## src/pkg/ris_pkg.sv

```systemverilog
// Constants, offsets and types of the remappable input select block.
// Assumes a 32-bit AXI4-Lite register bus with byte addresses.
package ris_pkg;
  // Bus geometry
  localparam int unsigned ADDR_W   = 8;
  localparam int unsigned DATA_W   = 32;
  // Register byte offsets
  localparam logic [7:0]  OFF_LOCK = 8'h00;
  localparam logic [7:0]  OFF_SEL0 = 8'h04;
  localparam logic [7:0]  OFF_SEL1 = 8'h08;
  localparam logic [7:0]  OFF_SEL2 = 8'h0c;
  localparam logic [7:0]  OFF_SEL3 = 8'h10;
  localparam logic [7:0]  OFF_KEY  = 8'h14;
  // Lock field and unlock keys
  localparam int unsigned LOCK_BIT = 11;
  localparam logic        LOCK_RST = 1'b0;
  localparam logic [7:0]  KEY1     = 8'h55;
  localparam logic [7:0]  KEY2     = 8'haa;
  // Selection fields: 0 irq1, 1 irq2, 2 irq3, 3 timer clk, 4 capture1, 5 ccp1 clk
  localparam int unsigned NUM_SEL  = 6;
  localparam logic [7:0]  SEL_RST  = 8'h00;
  localparam logic [7:0]  SEL_OFF [NUM_SEL] = '{8'h04, 8'h08, 8'h08, 8'h0c, 8'h10, 8'h10};
  localparam logic        SEL_HI  [NUM_SEL] = '{1'b1, 1'b0, 1'b1, 1'b1, 1'b1, 1'b0};
  // Bus responses
  localparam logic [1:0]  RESP_OKAY   = 2'b00;
  localparam logic [1:0]  RESP_SLVERR = 2'b10;
  // Unlock sequence states
  typedef enum logic [1:0] {
    RIS_UNL_IDLE  = 2'b00,
    RIS_UNL_KEY1  = 2'b01,
    RIS_UNL_ARMED = 2'b10
  } ris_unl_state_t;
endpackage

```

## src/pkg/ris_unlock_if.sv

```systemverilog
// Carrier between the register slave and the unlock sequencer.
// Assumes both ends run on the same clock.
`timescale 1ns/1ps
interface ris_unlock_if;
  logic       key_wr;    // Accepted write to the key register
  logic       other_wr;  // Accepted write to any other address
  logic [7:0] key_data;  // Key byte written
  logic       armed;     // Next lock register write is allowed
  modport ctl (output key_wr, output other_wr, output key_data, input armed);
  modport unl (input key_wr, input other_wr, input key_data, output armed);
endinterface

```

## src/logic/ris_pin_sync.sv

```systemverilog
// Two-flop synchroniser for the remappable pin inputs.
// Assumes the pins are asynchronous to clock.
`timescale 1ns/1ps
module ris_pin_sync #(
  parameter int unsigned WIDTH = 64
) (
  // Clock and reset
  input  wire logic             clock,
  input  wire logic             rst_n,
  // Pins in, synchronised copy out
  input  wire logic [WIDTH-1:0] d,
  output logic      [WIDTH-1:0] q
);
  logic [WIDTH-1:0] meta_reg;

  // First stage feeds only the second stage
  always_ff @(posedge clock) begin
    if (!rst_n) begin
      meta_reg <= '0;
      q        <= '0;
    end else begin
      meta_reg <= d;
      q        <= meta_reg;
    end
  end

  // Output follows the pins two edges later
  property p_sync_delay;
    @(posedge clock) disable iff (!rst_n)
      $past(rst_n, 1) && $past(rst_n, 2) |-> q == $past(d, 2);
  endproperty
  a_sync_delay: assert property (p_sync_delay)
    else $error("Synchroniser delay is not two cycles");
endmodule

```

## src/logic/ris_unlock.sv

```systemverilog
// Unlock sequencer: KEY1 then KEY2 on the key register arms one lock write.
// Assumes writes arrive one per cycle from the register slave.
`timescale 1ns/1ps
module ris_unlock (
  // Clock and reset
  input  wire logic clock,
  input  wire logic rst_n,
  // Slave side
  ris_unlock_if.unl u
);
  ris_pkg::ris_unl_state_t state_reg;
  ris_pkg::ris_unl_state_t state_next;

  // Key sequence; any other write breaks or consumes it
  always_comb begin
    state_next = state_reg;
    if (u.other_wr) begin
      state_next = ris_pkg::RIS_UNL_IDLE;
    end else if (u.key_wr) begin
      case (state_reg)
        ris_pkg::RIS_UNL_KEY1: begin
          if (u.key_data == ris_pkg::KEY2) begin
            state_next = ris_pkg::RIS_UNL_ARMED;
          end else if (u.key_data == ris_pkg::KEY1) begin
            state_next = ris_pkg::RIS_UNL_KEY1;
          end else begin
            state_next = ris_pkg::RIS_UNL_IDLE;
          end
        end
        default: begin
          if (u.key_data == ris_pkg::KEY1) begin
            state_next = ris_pkg::RIS_UNL_KEY1;
          end else begin
            state_next = ris_pkg::RIS_UNL_IDLE;
          end
        end
      endcase
    end
  end

  // State register
  always_ff @(posedge clock) begin
    if (!rst_n) begin
      state_reg <= ris_pkg::RIS_UNL_IDLE;
    end else begin
      state_reg <= state_next;
    end
  end

  assign u.armed = (state_reg == ris_pkg::RIS_UNL_ARMED);

  // Arming only follows KEY2 written right after KEY1
  property p_arm_after_keys;
    @(posedge clock) disable iff (!rst_n)
      $rose(u.armed) |-> $past(u.key_wr) && $past(u.key_data) == ris_pkg::KEY2
                         && $past(state_reg) == ris_pkg::RIS_UNL_KEY1;
  endproperty
  a_arm_after_keys: assert property (p_arm_after_keys)
    else $error("Unlock armed without the key sequence");

  // Any non-key write leaves the sequencer disarmed
  property p_other_disarms;
    @(posedge clock) disable iff (!rst_n)
      u.other_wr |=> !u.armed;
  endproperty
  a_other_disarms: assert property (p_other_disarms)
    else $error("Unlock still armed after another write");
endmodule

```

## src/logic/ris_top.sv

```systemverilog
// Remappable input select: AXI4-Lite registers steer pins to peripheral inputs.
// Assumes pins are asynchronous and the bus master runs on clock.
`timescale 1ns/1ps
module ris_top #(
  parameter int unsigned NUM_PINS = 64
) (
  // Clock and reset
  input  wire logic                       clock,
  input  wire logic                       rst_n,
  // AXI4-Lite write address and data
  input  wire logic [ris_pkg::ADDR_W-1:0] s_axi_awaddr,
  input  wire logic                       s_axi_awvalid,
  output logic                            s_axi_awready,
  input  wire logic [ris_pkg::DATA_W-1:0] s_axi_wdata,
  input  wire logic [3:0]                 s_axi_wstrb,
  input  wire logic                       s_axi_wvalid,
  output logic                            s_axi_wready,
  // AXI4-Lite write response
  output logic [1:0]                      s_axi_bresp,
  output logic                            s_axi_bvalid,
  input  wire logic                       s_axi_bready,
  // AXI4-Lite read
  input  wire logic [ris_pkg::ADDR_W-1:0] s_axi_araddr,
  input  wire logic                       s_axi_arvalid,
  output logic                            s_axi_arready,
  output logic [ris_pkg::DATA_W-1:0]      s_axi_rdata,
  output logic [1:0]                      s_axi_rresp,
  output logic                            s_axi_rvalid,
  input  wire logic                       s_axi_rready,
  // Remappable pins, pin number n on bit n-1
  input  wire logic [NUM_PINS-1:0]        remappable_pin_n,
  // Peripheral inputs
  output logic                            ext_irq1,
  output logic                            ext_irq2,
  output logic                            ext_irq3,
  output logic                            gp_timer_ext_clk,
  output logic                            capture1_in,
  output logic                            ccp1_timer_clk
);
  localparam int unsigned NS = ris_pkg::NUM_SEL;

  // Select values are 8 bits, so at most 255 pins
  if (NUM_PINS < 1 || NUM_PINS > 255) begin : g_bad_pins
    $error("NUM_PINS must be 1 to 255");
  end

  ris_unlock_if u ();

  logic [7:0]                 sel_reg [NS];
  logic [NS-1:0]              out_reg;
  logic                       remap_lock;
  logic [NUM_PINS-1:0]        pin_sync;
  logic                       aw_full_reg;
  logic                       w_full_reg;
  logic [ris_pkg::ADDR_W-1:0] awaddr_reg;
  logic [ris_pkg::DATA_W-1:0] wdata_reg;
  logic [3:0]                 wstrb_reg;
  logic [ris_pkg::ADDR_W-1:0] rd_off_reg;

  // Pin synchroniser
  ris_pin_sync #(
    .WIDTH (NUM_PINS)
  ) u_sync (
    .clock (clock),
    .rst_n (rst_n),
    .d     (remappable_pin_n),
    .q     (pin_sync)
  );

  // Unlock sequencer
  ris_unlock u_unlock (
    .clock (clock),
    .rst_n (rst_n),
    .u     (u.unl)
  );

  // Write channel: address and data taken in either order
  wire                       aw_hs = s_axi_awvalid & s_axi_awready;
  wire                       w_hs  = s_axi_wvalid & s_axi_wready;
  wire                       aw_ok = aw_full_reg | aw_hs;
  wire                       w_ok  = w_full_reg | w_hs;
  wire                       do_wr = aw_ok & w_ok & ~s_axi_bvalid;
  wire [ris_pkg::ADDR_W-1:0] wa    = aw_full_reg ? awaddr_reg : s_axi_awaddr;
  wire [ris_pkg::DATA_W-1:0] wd    = w_full_reg ? wdata_reg : s_axi_wdata;
  wire [3:0]                 ws    = w_full_reg ? wstrb_reg : s_axi_wstrb;
  wire                       aw_full_next = aw_ok & ~do_wr;
  wire                       w_full_next  = w_ok & ~do_wr;
  wire                       bvalid_next  = do_wr | (s_axi_bvalid & ~s_axi_bready);

  // Write address decode
  wire wa_lock   = (wa == ris_pkg::OFF_LOCK);
  wire wa_key    = (wa == ris_pkg::OFF_KEY);
  wire wa_mapped = wa_lock | wa_key | (wa == ris_pkg::OFF_SEL0) | (wa == ris_pkg::OFF_SEL1)
                 | (wa == ris_pkg::OFF_SEL2) | (wa == ris_pkg::OFF_SEL3);
  wire lock_we   = do_wr & wa_lock & ws[1] & u.armed;

  // Unlock sequencer strobes
  assign u.key_wr   = do_wr & wa_key & ws[0];
  assign u.other_wr = do_wr & ~wa_key;
  assign u.key_data = wd[7:0];

  // Write channel registers
  always_ff @(posedge clock) begin
    if (!rst_n) begin
      aw_full_reg   <= 1'b0;
      w_full_reg    <= 1'b0;
      awaddr_reg    <= '0;
      wdata_reg     <= '0;
      wstrb_reg     <= '0;
      s_axi_awready <= 1'b0;
      s_axi_wready  <= 1'b0;
      s_axi_bvalid  <= 1'b0;
      s_axi_bresp   <= ris_pkg::RESP_OKAY;
    end else begin
      aw_full_reg   <= aw_full_next;
      w_full_reg    <= w_full_next;
      if (aw_hs) begin
        awaddr_reg <= s_axi_awaddr;
      end
      if (w_hs) begin
        wdata_reg <= s_axi_wdata;
        wstrb_reg <= s_axi_wstrb;
      end
      s_axi_awready <= ~aw_full_next & ~bvalid_next;
      s_axi_wready  <= ~w_full_next & ~bvalid_next;
      s_axi_bvalid  <= bvalid_next;
      if (do_wr) begin
        s_axi_bresp <= wa_mapped ? ris_pkg::RESP_OKAY : ris_pkg::RESP_SLVERR;
      end
    end
  end

  // Lock bit, cleared by reset, written only when armed
  always_ff @(posedge clock) begin
    if (!rst_n) begin
      remap_lock <= ris_pkg::LOCK_RST;
    end else if (lock_we) begin
      remap_lock <= wd[ris_pkg::LOCK_BIT];
    end
  end

  // Pins padded so a select value indexes directly; 0 and unused numbers read low
  wire [255:0] pin_ext = {{(255 - NUM_PINS){1'b0}}, pin_sync, 1'b0};

  // One selection field and one routed output per peripheral input
  for (genvar i = 0; i < NS; i++) begin : g_sel
    wire       hit  = (wa == ris_pkg::SEL_OFF[i]);
    wire       lane = ws[ris_pkg::SEL_HI[i] ? 1 : 0];
    wire       we   = do_wr & hit & lane & ~remap_lock;
    wire [7:0] byt  = ris_pkg::SEL_HI[i] ? wd[15:8] : wd[7:0];

    // Field register and output flop; outputs may share a pin
    always_ff @(posedge clock) begin
      if (!rst_n) begin
        sel_reg[i] <= ris_pkg::SEL_RST;
        out_reg[i] <= 1'b0;
      end else begin
        if (we) begin
          sel_reg[i] <= byt;
        end
        out_reg[i] <= pin_ext[sel_reg[i]];
      end
    end
  end

  // Peripheral inputs in field order
  assign ext_irq1         = out_reg[0];
  assign ext_irq2         = out_reg[1];
  assign ext_irq3         = out_reg[2];
  assign gp_timer_ext_clk = out_reg[3];
  assign capture1_in      = out_reg[4];
  assign ccp1_timer_clk   = out_reg[5];

  // Read channel: one read at a time, answered the edge after it is taken
  wire                       ar_hs       = s_axi_arvalid & s_axi_arready;
  wire                       rvalid_next = ar_hs | (s_axi_rvalid & ~s_axi_rready);
  wire [ris_pkg::ADDR_W-1:0] ra          = s_axi_araddr;
  wire [15:0] lock_word = {4'h0, remap_lock, 11'h000};
  wire [15:0] sel0_word = {sel_reg[0], 8'h00};
  wire [15:0] sel1_word = {sel_reg[2], sel_reg[1]};
  wire [15:0] sel2_word = {sel_reg[3], 8'h00};
  wire [15:0] sel3_word = {sel_reg[4], sel_reg[5]};
  wire [15:0] key_word  = {15'h0000, u.armed};
  wire [15:0] rd_word   = (ra == ris_pkg::OFF_LOCK) ? lock_word
                        : (ra == ris_pkg::OFF_SEL0) ? sel0_word
                        : (ra == ris_pkg::OFF_SEL1) ? sel1_word
                        : (ra == ris_pkg::OFF_SEL2) ? sel2_word
                        : (ra == ris_pkg::OFF_SEL3) ? sel3_word
                        : key_word;
  wire ra_mapped = (ra == ris_pkg::OFF_LOCK) | (ra == ris_pkg::OFF_SEL0)
                 | (ra == ris_pkg::OFF_SEL1) | (ra == ris_pkg::OFF_SEL2)
                 | (ra == ris_pkg::OFF_SEL3) | (ra == ris_pkg::OFF_KEY);

  // Read channel registers
  always_ff @(posedge clock) begin
    if (!rst_n) begin
      s_axi_arready <= 1'b0;
      s_axi_rvalid  <= 1'b0;
      s_axi_rdata   <= '0;
      s_axi_rresp   <= ris_pkg::RESP_OKAY;
      rd_off_reg    <= '0;
    end else begin
      s_axi_arready <= ~rvalid_next;
      s_axi_rvalid  <= rvalid_next;
      if (ar_hs) begin
        rd_off_reg  <= ra;
        s_axi_rdata <= ra_mapped ? {16'h0000, rd_word} : '0;
        s_axi_rresp <= ra_mapped ? ris_pkg::RESP_OKAY : ris_pkg::RESP_SLVERR;
      end
    end
  end

  // Locked: a write to the fourth select register leaves its capture1 and ccp1 fields unchanged
  property p_locked_hold;
    @(posedge clock) disable iff (!rst_n)
      do_wr && remap_lock && wa == ris_pkg::OFF_SEL3
        |=> $stable(sel_reg[4]) && $stable(sel_reg[5]);
  endproperty
  a_locked_hold: assert property (p_locked_hold)
    else $error("Select field changed while locked");

  // Unlocked: upper byte of the second select lands in the irq3 field
  property p_unlocked_write;
    @(posedge clock) disable iff (!rst_n)
      do_wr && !remap_lock && wa == ris_pkg::OFF_SEL1 && ws[1]
        |=> sel_reg[2] == $past(wd[15:8]);
  endproperty
  a_unlocked_write: assert property (p_unlocked_write)
    else $error("Unlocked select write not stored");

  // Lock bit only changes through an armed lock write
  property p_lock_needs_unlock;
    @(posedge clock) disable iff (!rst_n)
      $changed(remap_lock) |-> $past(lock_we) && $past(u.armed);
  endproperty
  a_lock_needs_unlock: assert property (p_lock_needs_unlock)
    else $error("Lock bit changed without unlock");

  // Lock register reads zero outside the lock bit
  property p_lock_read_zero;
    @(posedge clock) disable iff (!rst_n)
      s_axi_rvalid && rd_off_reg == ris_pkg::OFF_LOCK
        |-> s_axi_rdata[31:12] == '0 && s_axi_rdata[10:0] == '0;
  endproperty
  a_lock_read_zero: assert property (p_lock_read_zero)
    else $error("Lock register unused bits not zero");

  // First select register low byte reads zero
  property p_sel0_low_zero;
    @(posedge clock) disable iff (!rst_n)
      s_axi_rvalid && rd_off_reg == ris_pkg::OFF_SEL0 |-> s_axi_rdata[7:0] == 8'h00;
  endproperty
  a_sel0_low_zero: assert property (p_sel0_low_zero)
    else $error("First select low byte not zero");

  // Select value zero drives the timer clock low
  property p_zero_sel_low;
    @(posedge clock) disable iff (!rst_n)
      sel_reg[3] == 8'h00 |=> !gp_timer_ext_clk;
  endproperty
  a_zero_sel_low: assert property (p_zero_sel_low)
    else $error("Unassigned select did not give low");

  // Pin 1 reaches irq2 three edges after the pin
  property p_pin_latency;
    @(posedge clock) disable iff (!rst_n)
      (sel_reg[1] == 8'h01)[*4] |-> ext_irq2 == $past(remappable_pin_n[0], 3);
  endproperty
  a_pin_latency: assert property (p_pin_latency)
    else $error("Pin to irq2 latency wrong");

  // Two inputs on the same pin follow it together
  property p_shared_pin;
    @(posedge clock) disable iff (!rst_n)
      (sel_reg[0] == sel_reg[4])[*2] |-> ext_irq1 == capture1_in;
  endproperty
  a_shared_pin: assert property (p_shared_pin)
    else $error("Shared pin gave different inputs");
endmodule

```

## config.mk

```make
export PLATFORM = sky130hd
export DESIGN_NAME = ris_top
export DESIGN_NICKNAME = d
export VERILOG_FILES = /design/src/pkg/ris_pkg.sv /design/src/pkg/ris_unlock_if.sv /design/src/logic/ris_pin_sync.sv /design/src/logic/ris_unlock.sv /design/src/logic/ris_top.sv
export SDC_FILE = /design/constraint.sdc
export NUM_CORES = 1
export LEC_CHECK = 0
export ABC_AREA = 1
export BUFFER_PORTS_ARGS = -buffer_cell sky130_fd_sc_hd__buf_2
export CAP_MARGIN = 5
export CORE_MARGIN = 5
export CORE_UTILIZATION = 44
export CTS_BUF_LIST = sky130_fd_sc_hd__clkbuf_4 sky130_fd_sc_hd__clkbuf_8
export DETAILED_ROUTE_END_ITERATION = 10
export SLEW_MARGIN = 20
export SYNTH_ARGS = -nofsm -noshare
export SYNTH_HDL_FRONTEND = slang
export SYNTH_SLANG_ARGS = --single-unit
```

## constraint.sdc

```tcl
create_clock -name clock -period 3 [get_ports clock]
set_input_delay 0.15 -clock clock [delete_from_list [all_inputs] [get_ports clock]]
set_output_delay 0.15 -clock clock [all_outputs]
set_load 0.1 [all_outputs]
```

==> results.py <==
metrics = {
    "route": {
        "vias_per_cell": 5.21,
        "drt-initial-drc-count": 1481,
        "drt_pass1_iterations": 7,
        "vias": 12681,
        "final_antenna_net_count": 0,
        "routed_wl_um": 42700,
        "drc": 0,
        "wl_per_cell_um": 17.5,
    },
    "yosys": {
        "synth_cells": 1812,
        "ys_types": 42,
        "ys_ff_latch": 236,
        "synth.yosys.warnings": 0,
        "yosysSeqAreaShare_pct": 42.6,
        "synth_top_area_cell": "dfxtp_1",
        "synth_area_leaders": "dfxtp_1 (31%), nand2_1 (15%), edfxtp_1 (12%), nand3_1 (10%), inv_1 (7.7%)",
        "netlist.area_leader.share_pct": 30.8,
        "syn_area_sq_um": 12200,
        "postSynthAreaPerCell_sq_um": 6.75,
    },
    "sta": {
        "timing_hold_violations_final": 0,
        "fin_ws_ns": 0.754,
        "max-slew-margin-rel_pct": 42.2,
        "worstMarginPinSlew_ns": 0.858,
        "rsz0062_at_grt": "no",
        "drv_slew": 0,
        "fmax_mhz": 445,
        "fin_tns_setup_ns": 0,
        "finalCritPeriodShare_pct": 74.9,
        "min_period_ns": 2.25,
        "clock_skew_ns": 0.0248,
        "finalSetupViolations": 0,
    },
    "grt": {
        "grt_pass1_wl_um": 65200,
        "antenna_found_initial": 0,
        "gr-total-overflow": 0,
        "grt_use_total_pct": 26.7,
        "grt_start_max_net_pins": 145,
        "grt_pass1_vias": 11792,
    },
    "min_path": {
        "min_from": "rst_n",
        "hold_class": "in -> reg",
    },
    "placed_design": {
        "dp_hpwl_um": 29900,
        "dpl_cell_area_sq_um": 13200,
        "gp_congestion": 1.03,
        "dp_slack_ns": 0.764,
        "port_buffers": 133,
    },
    "worst_setup_path": {
        "regToRegStartpoint": "w_full_reg",
        "ff2ff_setup_slack_ns": 0.75,
        "path_max_fanout": 12,
        "worstPathArrival_ns": 2.46,
        "end_kind": "flop",
        "startpoint": "w_full_reg",
        "worstSetupPathType": "reg -> reg",
        "critPathRequiredTime_ns": 3.22,
        "crit_path_start_kind": "flop",
    },
    "power": {
        "vdd_drop_max_mv": 0.352,
        "finalPower_uw": 7810,
        "power.leakage_uw": 0.00726,
        "powerDensity_nw_per_um2": 519,
    },
    "status": {
        "status": "finished clean",
    },
    "clocking": {
        "cts.clk_slew.worst_paths_ns": 0.06,
        "root_buffer": "clkbuf_8",
        "cts_buffer_depth": 3,
        "postCtsSetupBuffers": 0,
        "cts_resized": 0,
        "htree_levels": 2,
        "clkSinkCount": 236,
        "cts_tree": "done",
        "clkLatencyLatePin_ns": 0.55,
        "cts_made_buffers": 40,
        "cts.hold.buffers_added": 92,
    },
    "floorplan": {
        "die-area_sq_um": 31200,
        "rows": 61,
        "core_area_sq_um": 27600,
        "die_width_um": 177,
        "initial_core_util_pct": 44.3,
        "die_y_um": 177,
        "boundaryPins": 170,
    },
    "finish": {
        "fillCellCount": 2752,
        "multiInputGateArea_sq_um": 5550,
        "antenna_cells": 0,
        "drive_above_1_share_pct": 13.6,
        "mostFrequentLayoutCells": "nand2_1 (473), inv_1 (252), nand3_1 (250)",
        "final_common_cell": "nand2_1",
        "syn2layout_area_growth_pct": 23.1,
        "final_area_sq_um": 15000,
        "final_core_util_pct": 54.5,
        "final_nets": 2149,
        "seqCellArea_sq_um": 5200,
    },
    "flow_run": {
        "drv_cap": 0,
    },
}
## stage by stage
step	hold slack, ns	cells
floorplan	0.248	1829
global placement	0.329	2270
detailed placement	0.335	2270
CTS	0.00812	2436
global route	0.0443	2436
finish	0.0353	2436
## critical path, stage by stage, from the launching register on
cell	delay [ns]
dfxtp_1	0.72
nor2_1	0.16
inv_2	0.10
nand2_2	0.14
nor3_4	0.39
nand3_1	0.12
nand2_1	0.30
## power breakdown
part | internal, uW | total [uW] | switching, uW
logic | 368 | 1140 | 776
registers | 3390 | 3520 | 134
clock network | 1850 | 3140 | 1290
## routing by layer
metal	GRT usage (%)	routed length [um]	up-vias
li1	-	-	6218
met1	36.8	18200	5782
met2	42.7	19100	590
met3	4.87	4130	91
met4	8.48	1260	0
met5	0	0	-
## logic make-up after synthesis
| family | count (synthesis) | share of synthesized area (%) |
|---|---|---|
| AOI/OAI and AO/OA | 296 | 12.9 |
| buffers and inverters | 378 | 12.6 |
| DFF | 236 | 42.6 |
| muxes | 7 | 0.573 |
| other | 1 | 0.0307 |
| and+or+nand+nor | 894 | 31.4 |
## Yosys cell counts (all sizes together)
library cell and instances:
a21oi 129, a31oi 1, a41oi 2, buf 53
clkbuf 60, clkinv 9, conb 1, dfxtp 188
edfxtp 48, inv 256, mux2i 7, nand2 478
nand3 254, nand3b 1, nand4 10, nor2 123
nor3 16, nor3b 1, nor4 6, o2111ai 1
o211ai 15, o21a 2, o21ai 134, o22ai 9
o31ai 3, or2 5
## final cells by class
class | instances | area share, %
inverters | 265 | 6.62
repair buffers | 268 | 12.8
flip-flops and latches | 236 | 34.6
well taps | 378 | 3.14
clock inverters | 8 | 0.740
clock buffers | 66 | 5.25
multi-input cells | 1215 | 36.9
## worst paths after layout
check,end,cells after the start
setup / recovery,sel_reg[3][3],6
hold / removal,remap_lock,3
setup reg to reg,sel_reg[3][3],6
hold reg to reg,u_sync.q[54],2
(Power assumes the default switching activity.)
